File: src/design/pcs_pkg.sv
package pcs_pkg;

  // Register byte offsets on the plain register port.
  localparam logic [7:0] OFS_INT_STATUS  = 8'h00;
  localparam logic [7:0] OFS_INT_MASK    = 8'h04;
  localparam logic [7:0] OFS_CHAN_STATUS = 8'h08;

  // Widths of the ports and fields.
  localparam int ADDR_W  = 8;
  localparam int DATA_W  = 32;
  localparam int CODE_W  = 16;
  localparam int HW_W    = 16;
  localparam int EVT_W   = 3;
  localparam int PIN_W   = 8;

  // Test levels carried in the function code of a test instruction.
  localparam logic [15:0] LEVEL_INITIAL = 16'h8000;
  localparam logic [15:0] LEVEL_CHANNEL = 16'h4000;
  localparam logic [15:0] LEVEL_DEVICE  = 16'h2000;

  // Condition flag positions; flag 1 is the leftmost bit of the field.
  localparam int CC1_POS = 3;
  localparam int CC2_POS = 2;
  localparam int CC3_POS = 1;
  localparam int CC4_POS = 0;

  // Status halfword bit indices, numbered from the right (bit 0 is the LSB).
  localparam int HW_PV_POS   = 14;
  localparam int HW_INOP_POS = 13;
  localparam int HW_BOF_POS  = 6;
  localparam int HW_BUSY_POS = 2;

  // Interrupt event bits.
  localparam int EV_DONE_POS   = 0;
  localparam int EV_CHERR_POS  = 1;
  localparam int EV_DEVPV_POS  = 2;

  // Synchronised printer pin positions.
  localparam int PIN_BOF_POS = 7;

  // Reset values.
  localparam logic [2:0]  MASK_RST   = 3'h0;
  localparam logic [3:0]  FLAG_RST   = 4'h0;
  localparam logic [15:0] HW_RST     = 16'h0000;

  typedef enum logic {ST_IDLE, ST_BUSY} pcs_state_type;

endpackage

File: src/design/pcs_sync.sv
`timescale 1ns/1ps
module pcs_sync #(
  parameter int W = 8
) (
  input  wire logic         clk,
  input  wire logic         rst_n,
  input  wire logic [W-1:0] async_in,
  output logic      [W-1:0] sync_out
);

  logic [W-1:0] stage1;

  // Two flops per pin; the first stage is seen only by the second.
  genvar i;
  generate
    for (i = 0; i < W; i++) begin : g_bit
      always_ff @(posedge clk) begin
        if (!rst_n) begin
          stage1[i]   <= 1'b0;
          sync_out[i] <= 1'b0;
        end else begin
          stage1[i]   <= async_in[i];
          sync_out[i] <= stage1[i];
        end
      end
    end
  endgenerate

endmodule

File: src/design/pcs_irq.sv
`timescale 1ns/1ps
module pcs_irq (
  input  wire logic                      clk,
  input  wire logic                      rst_n,
  input  wire logic [pcs_pkg::EVT_W-1:0] event_in,
  input  wire logic                      wr_status,
  input  wire logic                      wr_mask,
  input  wire logic [pcs_pkg::EVT_W-1:0] wdata,
  output logic      [pcs_pkg::EVT_W-1:0] status,
  output logic      [pcs_pkg::EVT_W-1:0] mask,
  output logic                           irq
);
  import pcs_pkg::*;

  logic [EVT_W-1:0] next_status;

  // Write one to clear; a fresh event in the same cycle wins.
  assign next_status = event_in |
                       (status & ~(wr_status ? wdata : {EVT_W{1'b0}}));

  // Status, mask and the level interrupt all come from flops.
  always_ff @(posedge clk) begin
    if (!rst_n) begin
      status <= {EVT_W{1'b0}};
      mask   <= MASK_RST;
      irq    <= 1'b0;
    end else begin
      status <= next_status;
      if (wr_mask) begin
        mask <= wdata;
      end
      irq <= |(next_status & (wr_mask ? wdata : mask));
    end
  end

endmodule

File: src/design/pcs_channel_status.sv
// The placing of the registers and the address-and-strobe port were chosen for this implementation.
`timescale 1ns/1ps
// Overview of operation
// Initial level flag 2 shows channel active.
// Initial level flag 1 always reads zero.
// Initial level flag 3 shows previous channel error.
// Initial level flag 4 shows printer abnormal.
// Channel level flag 1: invalid memory access.
// Channel level flag 2: memory parity error.
// Overlapping command: violation, interrupt at end.
// Channel level flag 4: output data lost.
// Unperformable command: status bit 1, interrupt, terminate.
// Status bit 2 shows printer inoperable.
// Status bit 9 shows bottom of form.
// Status bit 13 busy until completion interrupt.
// Flags return to the processor status word.
module pcs_channel_status (
  input  wire logic                       clk,
  input  wire logic                       rst_n,
  input  wire logic [pcs_pkg::ADDR_W-1:0] bus_addr,
  input  wire logic [pcs_pkg::DATA_W-1:0] bus_wdata,
  input  wire logic                       bus_wr,
  input  wire logic                       bus_rd,
  output logic      [pcs_pkg::DATA_W-1:0] bus_rdata,
  input  wire logic                       test_valid,
  input  wire logic [pcs_pkg::CODE_W-1:0] test_code,
  input  wire logic                       command_valid,
  input  wire logic                       command_supported,
  input  wire logic                       op_done,
  input  wire logic                       mem_invalid,
  input  wire logic                       mem_parity,
  input  wire logic                       data_lost,
  input  wire logic                       pin_drum_arm_open,
  input  wire logic                       pin_format_reader_open,
  input  wire logic                       pin_hammer_fuse_open,
  input  wire logic                       pin_voltage_bad,
  input  wire logic                       pin_paper_out,
  input  wire logic                       pin_device_absent,
  input  wire logic                       pin_power_off,
  input  wire logic                       pin_bottom_of_form,
  output logic      [3:0]                 condition_flag,
  output logic                            condition_valid,
  output logic      [pcs_pkg::HW_W-1:0]   status_halfword,
  output logic                            service_req,
  output logic                            irq
);
  import pcs_pkg::*;

  pcs_state_type state;
  pcs_state_type next_state;

  logic [PIN_W-1:0] pins_sync;
  logic             inoperable;
  logic             bottom_of_form;

  logic err_mem_invalid;
  logic err_parity;
  logic err_chan_pv;
  logic err_overflow;
  logic dev_pv;
  logic chan_error;
  logic dev_abnormal;
  logic busy;

  logic accept;
  logic reject;
  logic overlap;
  logic finish;

  logic next_mem_invalid;
  logic next_parity;
  logic next_chan_pv;
  logic next_overflow;
  logic next_dev_pv;
  logic next_service_req;

  logic [3:0]       next_flags;
  logic [3:0]       flags_initial;
  logic [3:0]       flags_channel;
  logic [HW_W-1:0]  next_halfword;

  logic [EVT_W-1:0] irq_events;
  logic [EVT_W-1:0] irq_status;
  logic [EVT_W-1:0] irq_mask;
  logic             wr_int_status;
  logic             wr_int_mask;
  logic             sel_status;
  logic             sel_mask;
  logic             sel_chan;
  logic [DATA_W-1:0] next_rdata;

  // Printer pins are asynchronous and pass two flops before use.
  pcs_sync #(
    .W (PIN_W)
  ) u_sync (
    .clk      (clk),
    .rst_n    (rst_n),
    .async_in ({pin_bottom_of_form, pin_power_off, pin_device_absent,
                pin_paper_out, pin_voltage_bad, pin_hammer_fuse_open,
                pin_format_reader_open, pin_drum_arm_open}),
    .sync_out (pins_sync)
  );

  // Any one cause makes the printer inoperable.
  assign inoperable     = |pins_sync[PIN_BOF_POS-1:0];
  assign bottom_of_form = pins_sync[PIN_BOF_POS];

  // Command decode against the current channel state.
  assign busy    = (state == ST_BUSY);
  assign accept  = command_valid && !busy && command_supported;
  assign reject  = command_valid && !busy && !command_supported;
  assign overlap = command_valid && busy;
  assign finish  = busy && op_done;

  // Busy runs from acceptance to the completion interrupt.
  always_comb begin
    next_state = state;
    case (state)
      ST_IDLE: begin
        if (accept) begin
          next_state = ST_BUSY;
        end
      end
      ST_BUSY: begin
        if (op_done) begin
          next_state = ST_IDLE;
        end
      end
      default: begin
        next_state = ST_IDLE;
      end
    endcase
  end

  // Errors describe the previous operation, so a new accepted command
  // starts them fresh; a detection in that same cycle still wins.
  assign next_mem_invalid = mem_invalid || (err_mem_invalid && !accept);
  assign next_parity      = mem_parity || (err_parity && !accept);
  assign next_chan_pv     = overlap || (err_chan_pv && !accept);
  assign next_overflow    = data_lost || (err_overflow && !accept);
  assign next_dev_pv      = reject || (dev_pv && !accept);

  // Completion raises the service interrupt; an overlapped command
  // waits for it, while a refused one is answered at once.
  assign next_service_req = finish || reject;

  assign chan_error   = err_mem_invalid || err_parity ||
                        err_chan_pv || err_overflow;
  assign dev_abnormal = inoperable || dev_pv;

  // Flag sets for the initial and channel test levels; flag 1 of the initial level is unused.
  assign flags_initial = {1'b0,
                          busy,
                          chan_error,
                          dev_abnormal};
  assign flags_channel = {err_mem_invalid,
                          err_parity,
                          err_chan_pv,
                          err_overflow};

  // Level select; the device level answers through the halfword.
  assign next_flags = (test_code == LEVEL_INITIAL) ? flags_initial :
                      (test_code == LEVEL_CHANNEL) ? flags_channel :
                      FLAG_RST;

  // Live device status halfword.
  always_comb begin
    next_halfword              = HW_RST;
    next_halfword[HW_PV_POS]   = dev_pv;
    next_halfword[HW_INOP_POS] = inoperable;
    next_halfword[HW_BOF_POS]  = bottom_of_form;
    next_halfword[HW_BUSY_POS] = busy;
  end

  // Channel state and sticky error flags.
  always_ff @(posedge clk) begin
    if (!rst_n) begin
      state           <= ST_IDLE;
      err_mem_invalid <= 1'b0;
      err_parity      <= 1'b0;
      err_chan_pv     <= 1'b0;
      err_overflow    <= 1'b0;
      dev_pv          <= 1'b0;
    end else begin
      state           <= next_state;
      err_mem_invalid <= next_mem_invalid;
      err_parity      <= next_parity;
      err_chan_pv     <= next_chan_pv;
      err_overflow    <= next_overflow;
      dev_pv          <= next_dev_pv;
    end
  end

  // Processor-facing outputs, all registered, answered next cycle.
  always_ff @(posedge clk) begin
    if (!rst_n) begin
      condition_flag  <= FLAG_RST;
      condition_valid <= 1'b0;
      status_halfword <= HW_RST;
      service_req     <= 1'b0;
    end else begin
      condition_valid <= test_valid;
      if (test_valid) begin
        condition_flag <= next_flags;
      end
      status_halfword <= next_halfword;
      service_req     <= next_service_req;
    end
  end

  // Interrupt events: service request on completion or refusal, channel error, device violation.
  assign irq_events[EV_DONE_POS]  = next_service_req;
  assign irq_events[EV_CHERR_POS] = mem_invalid || mem_parity ||
                                    data_lost || overlap;
  assign irq_events[EV_DEVPV_POS] = reject;

  // Register port decode.
  assign sel_status    = (bus_addr == OFS_INT_STATUS);
  assign sel_mask      = (bus_addr == OFS_INT_MASK);
  assign sel_chan      = (bus_addr == OFS_CHAN_STATUS);
  assign wr_int_status = bus_wr && sel_status;
  assign wr_int_mask   = bus_wr && sel_mask;

  pcs_irq u_irq (
    .clk       (clk),
    .rst_n     (rst_n),
    .event_in  (irq_events),
    .wr_status (wr_int_status),
    .wr_mask   (wr_int_mask),
    .wdata     (bus_wdata[EVT_W-1:0]),
    .status    (irq_status),
    .mask      (irq_mask),
    .irq       (irq)
  );

  // Unmapped addresses read zero; the channel word mirrors the state.
  assign next_rdata =
    sel_status ? {{(DATA_W-EVT_W){1'b0}}, irq_status} :
    sel_mask   ? {{(DATA_W-EVT_W){1'b0}}, irq_mask} :
    sel_chan   ? {next_halfword, {(DATA_W-HW_W-8){1'b0}},
                  flags_channel, flags_initial} :
    {DATA_W{1'b0}};

  // Read data stand only in the cycle after the strobe.
  always_ff @(posedge clk) begin
    if (!rst_n) begin
      bus_rdata <= {DATA_W{1'b0}};
    end else begin
      bus_rdata <= bus_rd ? next_rdata : {DATA_W{1'b0}};
    end
  end
endmodule

File: config.mk
export PLATFORM = sky130hd
export DESIGN_NAME = pcs_channel_status
export DESIGN_NICKNAME = d
export VERILOG_FILES = /design/src/design/pcs_pkg.sv /design/src/design/pcs_sync.sv /design/src/design/pcs_irq.sv /design/src/design/pcs_channel_status.sv
export SDC_FILE = /design/constraint.sdc
export NUM_CORES = 1
export LEC_CHECK = 0
export ABC_AREA = 1
export BUFFER_PORTS_ARGS = -buffer_cell sky130_fd_sc_hd__buf_2
export CORE_MARGIN = 2
export CORE_UTILIZATION = 40
export CTS_BUF_LIST = sky130_fd_sc_hd__clkbuf_2 sky130_fd_sc_hd__clkbuf_4 sky130_fd_sc_hd__clkbuf_8
export CTS_CLUSTER_DIAMETER = 30
export CTS_CLUSTER_SIZE = 12
export DETAILED_ROUTE_END_ITERATION = 8
export MAX_ROUTING_LAYER = met4
export PLACE_DENSITY = 0.8
export SETUP_SLACK_MARGIN = 0.4
export SYNTH_ARGS = -nofsm -noshare
export SYNTH_HDL_FRONTEND = slang
export SYNTH_SLANG_ARGS = --single-unit
export TNS_END_PERCENT = 1
File: constraint.sdc
create_clock -name clk -period 1.23 [get_ports clk]
set_clock_uncertainty 0.15 [all_clocks]
set_input_delay 0.246 -clock clk [delete_from_list [all_inputs] [get_ports clk]]
set_output_delay 0.246 -clock clk [all_outputs]
set_load 0.005 [all_outputs]
==> flow_summary.ini <==
[global_routing]
grt_pass1_wl_um = 6800
grt_pass1_vias = 1718
grt_max_degree = 20
globalRouteTotalUtil_pct = 14.7
grt_overflow_total = 0
antenna_found_initial = 0

[synth]
postSynthCellCount = 280
synth_top_cell_by_area = dfxtp_1
synth_top_area_share_pct = 47.0
synth_seq_cells = 50
synth_area_per_cell_um2 = 7.61
ys_top_cells_by_area = dfxtp_1 (47%), nand2_1 (12%), buf_4 (12%)
yosysWarnings = 0
syn_area_um2 = 2130
ys_seq_area_share_pct = 47.0
synth_cell_types = 26

[worst_setup_path]
crit_path_max_incr_delay_ns = 0.32
crit_type = flip-flop to flip-flop
endpoint = condition_flag[0]
reg2reg_slack_ns = 0.04
crit_path_end_kind = flip-flop
rr_worst_depth = 7
timing.rr.start = u_sync.sync_out[6]
crit_cells = 7
crit_slowest_cell = dfxtp_2
startpoint = u_sync.sync_out[6]
cp_top_family = simple AND/OR/NAND/NOR gates
timing.rr.end = condition_flag[0]
cp_cell_sequence = nor3_2, and3_4, nand2_4, nand2_2, nand3_2, nand2_1, inv_1
cp.arrival_ns = 1.25
cp_num_buf_inv = 1
cp_max_fo = 2
start_kind = flip-flop
critPathRequiredTime_ns = 1.29

[clock_tree]
clkTransAtPathRegs_ns = 0.09
cts_tree = built
post_cts_buffers = 0
cts_max_path_buffers = 2
h-tree-depth = 2
cts-root-buf = clkbuf_8
numCtsBuffers = 5
numClockSinks = 50
insertion_delay_ns = 0.30

[routing]
wl_met2_um = 2040
vias = 1810
ant_nets = 0
top_layer = met4
wire_per_inst_um = 9.54
wirelength_um = 4120
wl_met3_um = 301
drt_first_pass_iters = 4
drtIter0Drc = 77
via_per_inst = 4.19
post-route-drc-count = 0
wl_met1_um = 1690

[final_layout]
final_cells = 432
layout_common_cells = buf_2 (64), nand2_1 (62), inv_1 (37)
area_delta_synth_final_pct = 28.7
nFillCells = 501
final_layout_size_suffix_gt1_share_pct = 39.8
fin_nets = 436
final_util_pct = 53.7
diodes = 0
mostFrequentLayoutCell = buf_2
finalInstanceArea_um2 = 2740

[placed_design]
post_dp_cell_area_um2 = 2500
dp_hpwl_um = 3230
port_buffers = 67
gp_congestion = 0.857
post-place-ws_ns = -0.223
place_inst = 424

[power_and_ir_drop]
peakVddDrop_mv = 0.424
powerDensity_nw_per_um2 = 1090
p_total_mw = 3.00
leakagePower_nw = 1.54

[run]
maxCapViolCount = 0

[floorplanning]
die-area_um2 = 5920
die_w_um = 77.0
core_um2 = 5110
die_h_um = 77.0
ios = 130
start_util_pct = 41.7
fp-row-count = 26

[sta]
min_period_over_period_pct = 96.9
fmax_mhz = 839
finalCriticalPeriod_ns = 1.19
tns_ns = 0
holdWs_ns = -0.0312
setup_viol = 0
hold_viol_final = 8
grt_setup_unrepaired = true
slew_viol_final = 0
fin_ws_ns = 0.0379

[run_status]
status = finished, violations left
violations = negative hold slack

[worst_hold_path]
hp-class = input pin to flip-flop
==> layer usage <==
| metal | track usage [%] | vias up |
|---|---|---|
| met3 | 3.06 | 8 |
| li1 | - | 934 |
| met1 | 15.9 | 800 |
| met4 | 7.64 | 0 |
| met5 | - | - |
| met2 | 25.4 | 68 |
==> worst min-delay path, cell delays in order <==
cell and delay, ns:
buf_2 0.07, nand2_1 0.04, inv_1 0.04
==> flip-flops by register name (all words and copies together), names as in the netlist, 3 cells and up, named ones only <==
signal	count
bus_rdata	11
u_sync.stage1	8
u_sync.sync_out	8
condition_flag	4
status_halfword	4
u_irq.mask	3
u_irq.status	3
==> cell usage after synthesis <==
master	count
a31oi_1	1
o22ai_1	1
o21ai_0	2
nand2_4	2
dfxtp_1	50
inv_1	43
nand2_1	68
nand4_1	2
nor2_2	1
clkbuf_1	2
nor2_8	1
nand3_1	16
inv_2	1
conb_1	1
nor2_1	32
o21ai_2	1
buf_2	2
nand3_4	1
nand2_2	1
buf_1	1
nand3b_1	1
nor3_1	1
nor2_4	4
buf_4	33
and3_1	1
a21oi_1	11
==> layout make-up <==
cell class	instances	area (µm²)	share of cell area (%)
Timing Repair Buffer	80	452	16.5
Sequential cell	50	1020	37.2
Tap cell	70	87.6	3.19
Inverter	44	165	6.02
Clock inverter	3	21.3	0.776
Multi-Input combinational cell	180	926	33.8
Clock buffer	5	68.8	2.51
==> timing repair <==
action	in CTS	in global routing
endpoints found under the setup margin	53	53
endpoints found under the hold margin	9	7
resized for setup	1	54
gates cloned	0	0
pin swaps	0	25
==> report_power, final <==
group | switching, mW | internal, mW | leakage, nW
Clock | 0.523 | 0.399 | 0.0441
Sequential | 0.0284 | 1.68 | 0.417
Combinational | 0.206 | 0.157 | 1.08
==> logic make-up after synthesis <==
group | share of synthesized area (%)
DFF | 47.0
buffers and inverters | 20.4
AOI/OAI and AO/OA | 4.05
other | 0.176
and+or+nand+nor | 28.4
==> worst min path at each step <==
stage,endpoint,startpoint,cells past startpoint
after floorplan,u_sync.stage1[0],pin_drum_arm_open,2
after global placement,u_sync.sync_out[7],u_sync.stage1[7],2
after detailed placement,u_sync.sync_out[6],u_sync.stage1[6],2
after CTS,u_sync.stage1[4],pin_paper_out,3
after global routing,u_sync.stage1[3],pin_voltage_bad,3
final,u_sync.stage1[4],pin_paper_out,3
Note: power is estimated with default switching activity, not from simulation.
